`config.mk`:
```
export PLATFORM = sky130hd
export DESIGN_NAME = sfi_top
export DESIGN_NICKNAME = d
export VERILOG_FILES = /design/src/sfi_ovr_win.v /design/src/sfi_top.v
export VERILOG_INCLUDE_DIRS = /design/src
export SDC_FILE = /design/constraint.sdc
export NUM_CORES = 1
export LEC_CHECK = 0
export BUFFER_PORTS_ARGS = -buffer_cell sky130_fd_sc_hd__buf_4
export CAP_MARGIN = 20
export CORE_UTILIZATION = 54
export CTS_CLUSTER_DIAMETER = 100
export DETAILED_ROUTE_END_ITERATION = 16
export PLACE_DENSITY = 0.8
export SYNTH_ARGS = -nofsm -noshare
export SYNTH_HDL_FRONTEND = slang
export SYNTH_SLANG_ARGS = --single-unit
```
`constraint.sdc`:
```
create_clock -name clk -period 4.4 [get_ports clk]
set_input_delay 0.88 -clock clk [delete_from_list [all_inputs] [get_ports clk]]
set_output_delay 0.88 -clock clk [all_outputs]
set_load 0.005 [all_outputs]
```
`src/sfi_consts.vh`:
```
// constants for the sample flag insertion block
// assumes: included by bare name from the design files of this block
`ifndef SFI_CONSTS_VH
`define SFI_CONSTS_VH

// ----------------------------------------------------------------
// register word offsets (byte addresses)
// ----------------------------------------------------------------
`define SFI_REG_CTRL 8'h00
`define SFI_REG_THRESH 8'h04
`define SFI_REG_PERIOD 8'h08
`define SFI_REG_STATUS 8'h0C
`define SFI_REG_CLEAR 8'h10
`define SFI_REG_ENABLE 8'h14
`define SFI_REG_FLAGS 8'h18

// ----------------------------------------------------------------
// control register fields
// ----------------------------------------------------------------
`define SFI_CTRL_MARKER_EN 0
`define SFI_CTRL_SINGLE 1
`define SFI_CTRL_DECIM 2
`define SFI_CTRL_EIGHT_BIT 3
`define SFI_CTRL_W 4
`define SFI_CTRL_RST 4'h0

// ----------------------------------------------------------------
// threshold and period fields and reset values
// ----------------------------------------------------------------
`define SFI_THR_HI_LSB 0
`define SFI_THR_LO_LSB 8
`define SFI_THR_HI_RST 8'hE4
`define SFI_THR_LO_RST 8'h40
`define SFI_PER_W 4
`define SFI_PER_RST 4'h0

// ----------------------------------------------------------------
// status, clear and enable layout
// ----------------------------------------------------------------
`define SFI_ST_A_HI 0
`define SFI_ST_A_LO 1
`define SFI_ST_B_HI 2
`define SFI_ST_B_LO 3
`define SFI_ST_MARKER 4
`define SFI_ST_REFUSED 5
`define SFI_ST_W 6
`define SFI_ST_RST 6'h00

// ----------------------------------------------------------------
// widths and timing
// ----------------------------------------------------------------
`define SFI_SAMP_W 12
`define SFI_CPLX_W 16
`define SFI_MAG_TOP 8
`define SFI_WIN_W 17
`define SFI_MRK_LAT 2

`endif

```
`src/sfi_ovr_win.v`:
```
// windowed overrange detector for one converter channel
// assumes: one 12-bit two's complement sample per clock on sample
`timescale 1ns/1ns
`default_nettype none
`include "sfi_consts.vh"

module sfi_ovr_win (
  input wire clk,
  input wire reset_n,
  input wire [11:0] sample,
  input wire two_per_clk,
  input wire [7:0] thr_hi,
  input wire [7:0] thr_lo,
  input wire [3:0] period_exp,
  output reg hi_flag,
  output reg lo_flag
);

  // ----------------------------------------------------------------
  // magnitude of the sample, saturated at 2047
  // ----------------------------------------------------------------
  wire [10:0] neg_low = ~sample[10:0] + 11'h001;
  wire [10:0] mag = !sample[11] ? sample[10:0] :
    ((sample[10:0] == 11'h000) ? 11'h7FF : neg_low);
  wire [7:0] mag_top = mag[10:3]; // RL1
  wire hit_hi = (mag_top >= thr_hi); // RL1
  wire hit_lo = (mag_top >= thr_lo); // RL1

  // ----------------------------------------------------------------
  // window length of 2^exponent converter samples
  // ----------------------------------------------------------------
  wire [16:0] win_len = 17'h0_0001 << period_exp; // RL2
  wire [16:0] step = two_per_clk ? 17'h0_0002 : 17'h0_0001; // RL11
  reg [16:0] cnt_q;
  reg acc_hi_q;
  reg acc_lo_q;
  wire [16:0] cnt_next = cnt_q + step;
  wire win_end = (cnt_next >= win_len);

  // count window, gather hits, publish flags at window end
  always @(posedge clk or negedge reset_n)
  begin
    if (!reset_n)
    begin
      cnt_q <= 17'h0_0000;
      acc_hi_q <= 1'b0;
      acc_lo_q <= 1'b0;
      hi_flag <= 1'b0;
      lo_flag <= 1'b0;
    end
    else if (win_end)
    begin
      cnt_q <= 17'h0_0000;
      acc_hi_q <= 1'b0; // RL12
      acc_lo_q <= 1'b0; // RL12
      hi_flag <= acc_hi_q | hit_hi; // RL2
      lo_flag <= acc_lo_q | hit_lo; // RL2
    end
    else
    begin
      cnt_q <= cnt_next;
      acc_hi_q <= acc_hi_q | hit_hi; // RL2
      acc_lo_q <= acc_lo_q | hit_lo; // RL2
    end
  end

endmodule // sfi_ovr_win

`default_nettype wire

```
`src/sfi_top.v`:
```
// sample flag insertion: overrange flags and marker bit in output samples
// assumes: samples arrive on clk, marker may be asynchronous; register port is a simple
// one-cycle strobe slave with read data one cycle after the read strobe
//
// Operation
// RL1 - compare top 8 bits of sample magnitude against both thresholds, equal counts
// RL2 - flag set if threshold exceeded anywhere in a 2^exponent sample window
// RL3 - dual complex mode: high flag in I, low flag in Q, per channel
// RL4 - embedded flag: keep upper 15 bits, flag in the LSB
// RL5 - downstream may use high near 228 and low near 64 for gain
// RL6 - marker enabled: sample LSB replaced by sampled marker input
// RL7 - marker delayed to match data latency, upper 11 bits plus marker
// RL8 - in 8-bit modes the marker goes in the 8-bit sample LSB
// RL9 - marker input is asynchronous and is synchronised before use
// RL10 - marker insertion never used in decimation modes
// RL11 - dual mode one sample per clock, single mode two per clock
// RL12 - flag clears at next window unless threshold is exceeded again
`timescale 1ns/1ns
`default_nettype none
`include "sfi_consts.vh"

module sfi_top (
  input wire clk,
  input wire reset_n,
  input wire [7:0] reg_addr,
  input wire [31:0] reg_wdata,
  input wire reg_wr,
  input wire reg_rd,
  output reg [31:0] reg_rdata,
  input wire [11:0] conv_samp_a,
  input wire [11:0] conv_samp_b,
  input wire [15:0] ddc_a_i,
  input wire [15:0] ddc_a_q,
  input wire [15:0] ddc_b_i,
  input wire [15:0] ddc_b_q,
  input wire ddc_valid,
  input wire external_marker_input,
  output reg [15:0] out_a_i,
  output reg [15:0] out_a_q,
  output reg [15:0] out_b_i,
  output reg [15:0] out_b_q,
  output reg out_valid,
  output reg irq
);

  // ----------------------------------------------------------------
  // software registers
  // ----------------------------------------------------------------
  reg [3:0] ctrl_q;
  reg [7:0] high_overrange_threshold_q;
  reg [7:0] low_overrange_threshold_q;
  reg [3:0] overrange_period_exponent_q;
  reg [5:0] status_q;
  reg [5:0] enable_q;

  wire marker_en = ctrl_q[`SFI_CTRL_MARKER_EN];
  wire single_mode = ctrl_q[`SFI_CTRL_SINGLE];
  wire decim_mode = ctrl_q[`SFI_CTRL_DECIM];
  wire eight_bit = ctrl_q[`SFI_CTRL_EIGHT_BIT];
  // link_format_select is the mode field of the control register
  wire [2:0] link_format_select = ctrl_q[3:1];

  wire wr_ctrl = reg_wr && (reg_addr == `SFI_REG_CTRL);
  wire wr_thr = reg_wr && (reg_addr == `SFI_REG_THRESH);
  wire wr_per = reg_wr && (reg_addr == `SFI_REG_PERIOD);
  wire wr_clr = reg_wr && (reg_addr == `SFI_REG_CLEAR);
  wire wr_en = reg_wr && (reg_addr == `SFI_REG_ENABLE);

  // control, threshold, period and enable writes
  always @(posedge clk or negedge reset_n)
  begin
    if (!reset_n)
    begin
      ctrl_q <= `SFI_CTRL_RST;
      high_overrange_threshold_q <= `SFI_THR_HI_RST;
      low_overrange_threshold_q <= `SFI_THR_LO_RST;
      overrange_period_exponent_q <= `SFI_PER_RST;
      enable_q <= `SFI_ST_RST;
    end
    else
    begin
      if (wr_ctrl)
      begin
        ctrl_q <= reg_wdata[3:0];
      end
      if (wr_thr)
      begin
        high_overrange_threshold_q <= reg_wdata[`SFI_THR_HI_LSB +: 8];
        low_overrange_threshold_q <= reg_wdata[`SFI_THR_LO_LSB +: 8];
      end
      if (wr_per)
      begin
        overrange_period_exponent_q <= reg_wdata[3:0];
      end
      if (wr_en)
      begin
        enable_q <= reg_wdata[5:0];
      end
    end
  end

  // ----------------------------------------------------------------
  // windowed overrange detectors, one per channel
  // ----------------------------------------------------------------
  wire chan_a_high_flag;
  wire chan_a_low_flag;
  wire chan_b_high_flag;
  wire chan_b_low_flag;

  // in single mode each lane carries half the samples of one channel
  sfi_ovr_win u_win_a (
    .clk(clk),
    .reset_n(reset_n),
    .sample(conv_samp_a),
    .two_per_clk(single_mode),
    .thr_hi(high_overrange_threshold_q),
    .thr_lo(low_overrange_threshold_q),
    .period_exp(overrange_period_exponent_q),
    .hi_flag(chan_a_high_flag),
    .lo_flag(chan_a_low_flag)
  );

  sfi_ovr_win u_win_b (
    .clk(clk),
    .reset_n(reset_n),
    .sample(conv_samp_b),
    .two_per_clk(single_mode),
    .thr_hi(high_overrange_threshold_q),
    .thr_lo(low_overrange_threshold_q),
    .period_exp(overrange_period_exponent_q),
    .hi_flag(chan_b_high_flag),
    .lo_flag(chan_b_low_flag)
  );

  // ----------------------------------------------------------------
  // marker synchroniser
  // ----------------------------------------------------------------
  reg mrk_meta_q;
  reg mrk_sync_q;

  // two flops; only the second is used downstream
  always @(posedge clk or negedge reset_n)
  begin
    if (!reset_n)
    begin
      mrk_meta_q <= 1'b0;
      mrk_sync_q <= 1'b0;
    end
    else
    begin
      mrk_meta_q <= external_marker_input; // RL9
      mrk_sync_q <= mrk_meta_q; // RL9
    end
  end

  // ----------------------------------------------------------------
  // converter sample delay to match the marker path
  // ----------------------------------------------------------------
  reg [11:0] dly_a_q [0:1];
  reg [11:0] dly_b_q [0:1];
  integer i;

  // two stages, same depth as the synchroniser
  always @(posedge clk or negedge reset_n)
  begin
    if (!reset_n)
    begin
      for (i = 0; i < `SFI_MRK_LAT; i = i + 1)
      begin
        dly_a_q[i] <= 12'h000;
        dly_b_q[i] <= 12'h000;
      end
    end
    else
    begin
      dly_a_q[0] <= conv_samp_a; // RL7
      dly_b_q[0] <= conv_samp_b; // RL7
      for (i = 1; i < `SFI_MRK_LAT; i = i + 1)
      begin
        dly_a_q[i] <= dly_a_q[i-1];
        dly_b_q[i] <= dly_b_q[i-1];
      end
    end
  end

  wire [11:0] al_a = dly_a_q[`SFI_MRK_LAT-1];
  wire [11:0] al_b = dly_b_q[`SFI_MRK_LAT-1];
  // marker is never inserted while decimating
  wire mrk_use = marker_en && !decim_mode; // RL10

  // ----------------------------------------------------------------
  // output sample assembly
  // ----------------------------------------------------------------
  reg [15:0] a_i_d;
  reg [15:0] a_q_d;
  reg [15:0] b_i_d;
  reg [15:0] b_q_d;
  reg valid_d;

  // choose between embedded flags, marker and plain samples
  always @*
  begin
    a_i_d = 16'h0000;
    a_q_d = 16'h0000;
    b_i_d = 16'h0000;
    b_q_d = 16'h0000;
    valid_d = 1'b1;
    if (decim_mode)
    begin
      a_i_d = {ddc_a_i[15:1], chan_a_high_flag}; // RL3 RL4
      a_q_d = {ddc_a_q[15:1], chan_a_low_flag}; // RL3 RL4
      b_i_d = {ddc_b_i[15:1], chan_b_high_flag}; // RL3 RL4
      b_q_d = {ddc_b_q[15:1], chan_b_low_flag}; // RL3 RL4
      valid_d = ddc_valid;
    end
    else if (eight_bit)
    begin
      // eight-bit samples sit in the low byte
      a_i_d = {8'h00, al_a[11:5], mrk_use ? mrk_sync_q : al_a[4]}; // RL8
      b_i_d = {8'h00, al_b[11:5], mrk_use ? mrk_sync_q : al_b[4]}; // RL8
    end
    else
    begin
      a_i_d = {4'h0, al_a[11:1], mrk_use ? mrk_sync_q : al_a[0]}; // RL6 RL7
      b_i_d = {4'h0, al_b[11:1], mrk_use ? mrk_sync_q : al_b[0]}; // RL6 RL7
    end
  end

  // output registers
  always @(posedge clk or negedge reset_n)
  begin
    if (!reset_n)
    begin
      out_a_i <= 16'h0000;
      out_a_q <= 16'h0000;
      out_b_i <= 16'h0000;
      out_b_q <= 16'h0000;
      out_valid <= 1'b0;
    end
    else
    begin
      out_a_i <= a_i_d;
      out_a_q <= a_q_d;
      out_b_i <= b_i_d;
      out_b_q <= b_q_d;
      out_valid <= valid_d;
    end
  end

  // ----------------------------------------------------------------
  // event detection for the interrupt status
  // ----------------------------------------------------------------
  reg [3:0] flags_prev_q;
  reg mrk_prev_q;
  wire [3:0] flags_now = {chan_b_low_flag, chan_b_high_flag,
    chan_a_low_flag, chan_a_high_flag};
  wire [5:0] events;

  // rising flags, rising marker, marker asked for while decimating
  assign events[3:0] = flags_now & ~flags_prev_q;
  assign events[`SFI_ST_MARKER] = mrk_use && mrk_sync_q && !mrk_prev_q;
  assign events[`SFI_ST_REFUSED] = marker_en && decim_mode; // RL10

  // previous values for edge detection
  always @(posedge clk or negedge reset_n)
  begin
    if (!reset_n)
    begin
      flags_prev_q <= 4'h0;
      mrk_prev_q <= 1'b0;
    end
    else
    begin
      flags_prev_q <= flags_now;
      mrk_prev_q <= mrk_sync_q;
    end
  end

  // sticky status; a new event wins over a clear in the same cycle
  always @(posedge clk or negedge reset_n)
  begin
    if (!reset_n)
    begin
      status_q <= `SFI_ST_RST;
    end
    else if (wr_clr)
    begin
      status_q <= (status_q & ~reg_wdata[5:0]) | events;
    end
    else
    begin
      status_q <= status_q | events;
    end
  end

  // level interrupt while an enabled status bit is set
  always @(posedge clk or negedge reset_n)
  begin
    if (!reset_n)
    begin
      irq <= 1'b0;
    end
    else
    begin
      irq <= |(status_q & enable_q);
    end
  end

  // ----------------------------------------------------------------
  // register read port, data one cycle after the strobe
  // ----------------------------------------------------------------
  reg [31:0] rd_mux;

  // unmapped and write-only offsets read as zero
  always @*
  begin
    rd_mux = 32'h0000_0000;
    case (reg_addr)
      `SFI_REG_CTRL:
        rd_mux = {28'h000_0000, ctrl_q};
      `SFI_REG_THRESH:
        rd_mux = {16'h0000, low_overrange_threshold_q,
          high_overrange_threshold_q};
      `SFI_REG_PERIOD:
        rd_mux = {28'h000_0000, overrange_period_exponent_q};
      `SFI_REG_STATUS:
        rd_mux = {26'h000_0000, status_q};
      `SFI_REG_ENABLE:
        rd_mux = {26'h000_0000, enable_q};
      `SFI_REG_FLAGS:
        rd_mux = {25'h000_0000, link_format_select, flags_now};
      default:
        rd_mux = 32'h0000_0000;
    endcase
  end

  // read data register, zero when no read was made
  always @(posedge clk or negedge reset_n)
  begin
    if (!reset_n)
    begin
      reg_rdata <= 32'h0000_0000;
    end
    else if (reg_rd)
    begin
      reg_rdata <= rd_mux;
    end
    else
    begin
      reg_rdata <= 32'h0000_0000;
    end
  end

endmodule // sfi_top

`default_nettype wire

```
Word level (Yosys, flattened, before mapping) --
Index checks and enable logic that the tools add are counted.
Storage, ports and cells: register bits after elaboration 231, bits of input ports 134
Cells by class: add/sub/neg operators 4, $lt $le $gt $ge 6, eq/ne operators 6, shift operators 1, mux-type cells 25, bitwise gates (word level) 13, reduce and logical (&&, ||, !) cells 15
Operators with widths (number):
- $pmux W16 S6 | 1
- $mux W16 | 4
- $mux W11 | 4
- $ge A17 B17 Y1 | 2
- $mux W17 | 2
- $ge A8 B8 Y1 | 4
- $mux W32 | 1
- $eq A8 B5 Y1 const B | 3
- $mux W12 | 2
- $add A11 B1 Y11 const B | 2
- $logic_not A11 Y1 | 2
- $not A11 Y11 | 2
- $add A17 B17 Y17 | 1
- $add A17 B2 Y17 | 1
- $shl A1 B4 Y17 const A | 1
- $eq A8 B4 Y1 const B | 2
- $and A6 B6 Y6 | 2
- $or A6 B6 Y6 | 2
- $logic_and A1 B1 Y1 | 9
- $mux W1 | 9
- $eq A8 B3 Y1 const B | 1
- $logic_not A8 Y1 | 1
- $mux W6 | 1
- $not A6 Y6 | 1
- other kinds (6) | 10

Longest topological paths before layout --
depth in word-level cells 7, gate-level depth with buffers 14, depth with buffers taken out 13

Modules after synthesis --
Synthesis repeated with hierarchy kept, for this count alone.
Unflattened totals: cells, all modules 879, area total of the unflattened synthesis 10177.3 µm²
By module, submodules not included:
- sfi_top | times used 1, cells each 416, area each 6119.6 µm²
- sfi_ovr_win at u_win_b | times used 1, cells each 229, area each 2040.7 µm²
- sfi_ovr_win at u_win_a | times used 1, cells each 234, area each 2016.9 µm²

Worst setup path before layout --
Ideal clock, no wire load.
path type in2reg, start input port conv_samp_a[2], end register u_win_a.hi_flag, arrival 3464 ps, required time 4275 ps, path slack 812 ps, stages on the path 11, path buffers 0, path through or4_4 -> or4_4 -> nor3_4 -> nand4bb_4 -> and2_1 -> ha_1 -> nand2b_1 -> a211oi_1 -> o31a_1 -> o21ai_0 -> mux2_2
On the way: cells in the longest elaborated chain, start to end 6
RTL lines:
- start, declared | RTL line sfi_top.v:30 | input wire [11:0] conv_samp_a,
- $not A11 Y11 | RTL line sfi_ovr_win.v:22 | wire [10:0] neg_low = ~sample[10:0] + 11'h001;
- $add A11 B1 Y11 | RTL line sfi_ovr_win.v:22
- $mux W11 (*) | RTL line sfi_ovr_win.v:24 | ((sample[10:0] == 11'h000) ? 11'h7FF : neg_low);
- $mux W11 (*) | RTL line sfi_ovr_win.v:23 | wire [10:0] mag = !sample[11] ? sample[10:0] :
- $ge A8 B8 Y1 (*) | RTL line sfi_ovr_win.v:26 | wire hit_hi = (mag_top >= thr_hi);
- $or A1 B1 Y1 (*) | RTL line sfi_ovr_win.v:56 | hi_flag <= acc_hi_q | hit_hi;
- end signal, assigned | RTL line sfi_ovr_win.v:56
- end, declared | RTL line sfi_ovr_win.v:15 | output reg hi_flag,
Every way passes the cells marked *; elsewhere a longest branch is shown, timed or not. A chain may end at the register's enable or synchronous reset.

Worst setup path after layout --
start input port conv_samp_a[2], end register u_win_a.lo_flag
On the way: cells in the longest elaborated chain, start to end 6
RTL lines:
- $not A11 Y11 | RTL line sfi_ovr_win.v:22
- $add A11 B1 Y11 | RTL line sfi_ovr_win.v:22
- $mux W11 (*) | RTL line sfi_ovr_win.v:24
- $mux W11 (*) | RTL line sfi_ovr_win.v:23
- $ge A8 B8 Y1 (*) | RTL line sfi_ovr_win.v:27 | wire hit_lo = (mag_top >= thr_lo);
- $or A1 B1 Y1 (*) | RTL line sfi_ovr_win.v:57 | lo_flag <= acc_lo_q | hit_lo;
- end signal, assigned | RTL line sfi_ovr_win.v:57
- end, declared | RTL line sfi_ovr_win.v:16 | output reg lo_flag
Marks and branches as above.

==> flow_metrics.env <==
export IMPL_cts_tree="built"
export IMPL_grt_pass1_vias=7100
export IMPL_p_leak_nw=6.076
export IMPL_htreeDepth=1
export IMPL_netlist_area_leader_share_pct=52.76
export IMPL_grt_pass1_wl_mm=35.91
export IMPL_dpl_cell_count=1271
export IMPL_instances_no_fill=1314
export IMPL_drtIter0Drc=397
export IMPL_worst_pin_slew_ns=1.097
export IMPL_dr_total_vias=7191
export IMPL_max_freq_ghz=0.2851
export IMPL_drv_cap=0
export IMPL_fp_dieW_um=137.8
export IMPL_end_kind="register"
export IMPL_area_growth_synth_to_final_pct=24.94
export IMPL_grt_overflow_total=0
export IMPL_synth_edf_count=0
export IMPL_place_congestion=0.8929
export IMPL_required_ns=4.79
export IMPL_cts_resized=0
export IMPL_ff2ff_path_depth=13
export IMPL_die_area_um2=18990
export IMPL_ys_seq_elements=215
export IMPL_wl_per_cell_um=17.62
export IMPL_status="complete, no violations"
export IMPL_synth_flop_cell="dfrtp_1"
export IMPL_hp_start="dly_b_q[16]"
export IMPL_synth_distinct_cells=59
export IMPL_postSynth_asyncResetShare_pct=100.0
export IMPL_viasPerCell=5.473
export IMPL_io_buffers=195
export IMPL_reg2reg_from="ctrl_q[1]"
export IMPL_fillers=1330
export IMPL_ant_nets=0
export IMPL_rrSetupSlack_ns=0.90
export IMPL_fp_dieH_um=137.8
export IMPL_period_share_pct=79.72
export IMPL_antenna_found_initial=1
export IMPL_clock_latency_ns=0.51
export IMPL_yosysSeqAreaShare_pct=54.08
export IMPL_final_util_pct=69.03
export IMPL_io_pin_count=232
export IMPL_post_synth_top_area_cell="dfrtp_1"
export IMPL_cts_setup_buffers=0
export IMPL_max_slew_margin_pct=26.87
export IMPL_grt_start_max_net_pins=128
export IMPL_start_kind="input pin"
export IMPL_clockRootBuffer="clkbuf_16"
export IMPL_core_region_area_um2=18020
export IMPL_power_density_nw_per_um2=379.6
export IMPL_clock_skew_final_ns=0.01463
export IMPL_drc=0
export IMPL_dp_hpwl_mm=16.93
export IMPL_rsz0062_at_grt="false"
export IMPL_cts_hold_buffers=0
export IMPL_clock_sinks=215
export IMPL_initial_core_util_pct=55.25
export IMPL_cts_clk_slew_worst_paths_ns=0.06
export IMPL_gr_usage_all_layers_pct=24.82
export IMPL_synth_area_leaders="dfrtp_1, ha_1, mux2_2, nand2_1, and2_1"
export IMPL_hold_viol=0
export IMPL_rows=49
export IMPL_setup_tns_ns=0
export IMPL_r2r_end="u_win_a.hi_flag"
export IMPL_first_pass_iters=5
export IMPL_crit_start="conv_samp_a[2]"
export IMPL_syn_area_per_cell_um2=11.49
export IMPL_min_path_type="register to register"
export IMPL_critical_path_arrival_ns=3.90
export IMPL_final_nets=1272
export IMPL_netlist_instances=867
export IMPL_layout_drive_gt1_share_pct=27.21
export IMPL_crit_path_max_fanout=6
export IMPL_syn_area_um2=9960
export IMPL_period_needed_ns=3.508
export IMPL_power_mw=4.723
export IMPL_critPathCapture="u_win_a.lo_flag"
export IMPL_cts_buffers=23
export IMPL_synth_most_common_cell="dfrtp_1"
export IMPL_synth_warning_count=0
export IMPL_slew_violations=0
export IMPL_fin_area_um2=12440
export IMPL_placement_cell_area_um2=11630
export IMPL_critPathKind="input pin to register"
export IMPL_ir_drop_uv=307.6
export IMPL_netlist_top_cells_count="dfrtp_1, nand2_1, ha_1, and2_1, o21ai_0"
export IMPL_routed_wirelength_mm=23.15
export IMPL_setup_violations=0
export IMPL_clock_path_buffers=3
[power breakdown]
part           internal [mW]  total, mW  leakage, nW  switching, mW
Combinational          0.260      0.552         2.93          0.292
Clock                   1.26       2.03        0.405          0.770
Sequential              2.08       2.14         2.74         0.0657
[sequential cells by signal (all words and copies together) (netlist names), 6 cells and up]
name and flops:
out_a_i 16, status_q 6, enable_q 6, u_win_b.cnt_q 17, dly_a_q 12, out_a_q 16
reg_rdata 16, dly_b_q 12, al_a 12, low_overrange_threshold_q 8, out_b_i 16, al_b 12
u_win_a.cnt_q 17, out_b_q 16, high_overrange_threshold_q 8
[layout by cell type, fill, tap and decap left out, types with 3 or more instances in the layout]
| cell | n |
|---|---|
| a221oi_1 | 3 |
| nand4_1 | 18 |
| clkbuf_8 | 5 |
| nand2b_1 | 6 |
| a211oi_1 | 11 |
| xnor2_1 | 18 |
| a21boi_0 | 4 |
| buf_4 | 203 |
| clkbuf_16 | 23 |
| inv_1 | 28 |
| ha_1 | 68 |
| dfstp_2 | 5 |
| mux2_2 | 32 |
| conb_1 | 18 |
| nor2_1 | 34 |
| bufinv_16 | 4 |
| o21a_1 | 3 |
| nand3_1 | 27 |
| a21oi_1 | 15 |
| nor2b_1 | 39 |
| a22oi_1 | 5 |
| a22o_1 | 8 |
| nor3_1 | 9 |
| xor2_1 | 24 |
| a21o_1 | 3 |
| clkinv_2 | 8 |
| o21ai_0 | 41 |
| mux2i_1 | 20 |
| nand2_1 | 79 |
| and2_1 | 42 |
| o2bb2ai_1 | 3 |
| or4_4 | 4 |
| nor4_1 | 9 |
| and3_1 | 12 |
| dfrtp_1 | 209 |
| o31ai_1 | 8 |
[stage by stage]
step / hold slack, ns / setup WS (ns)
6_report: 0.3456 / 0.8923
5_1_grt: 0.3514 / 0.5478
4_1_cts: 0.3475 / 0.6290
3_5_place_dp: 0.3355 / 0.4289
3_3_place_gp: 0.3317 / 0.5259
2_1_floorplan: 0.3312 / 0.8116
[cell families after synthesis]
family          count (synthesis)  share of synthesized area, %
compound gates                118                         7.902
xor+xnor                       42                         3.693
fa+ha+maj                      70                         8.945
buf+inv                        74                         3.455
flops                         215                         54.08
mux                            52                         5.628
other cells                     1                       0.03765
simple gates                  295                         16.26
[cell type report]
| type | instances | area, um2 | area share (%) |
|---|---|---|---|
| clock buffer | 28 | 634.4 | 5.098 |
| timing repair buffer | 205 | 1558 | 12.52 |
| tap | 229 | 286.5 | 2.303 |
| multi-input combinational | 595 | 4300 | 34.56 |
| inverter | 28 | 105.1 | 0.8446 |
| clock inverter | 13 | 168.9 | 1.357 |
| antenna | 1 | 2.502 | 0.02011 |
| sequential | 215 | 5388 | 43.30 |
[layer usage]
metal | vias up | GRT usage [%] | share of wire, %
met5 | - | 0 | 0
met4 | 0 | 9.601 | 3.3
met3 | 49 | 4.709 | 7.8
met2 | 278 | 41.40 | 48
met1 | 3468 | 31.99 | 41
li1 | 3396 | - | -
[worst max-delay path, cell delays in order]
cell and delay (ns):
buf_4 0.12, or4_4 0.55, or4_4 0.47, nor3_4 0.20
nand4bb_4 0.16, and2_1 0.19, ha_1 0.26, nand2b_1 0.14
a211oi_1 0.33, o31a_1 0.19, o21ai_0 0.12, mux2_2 0.29
[how the worst min path moves through the flow]
stage	cells past startpoint	end	slack, ns
floorplan	0	al_a[0]	0.33
global placement	0	al_a[2]	0.33
detailed placement	0	al_a[5]	0.34
CTS	0	al_b[5]	0.35
global route	0	al_a[5]	0.35
finish	0	al_b[4]	0.35
No activity file was read; power rests on OpenSTA's default activity.
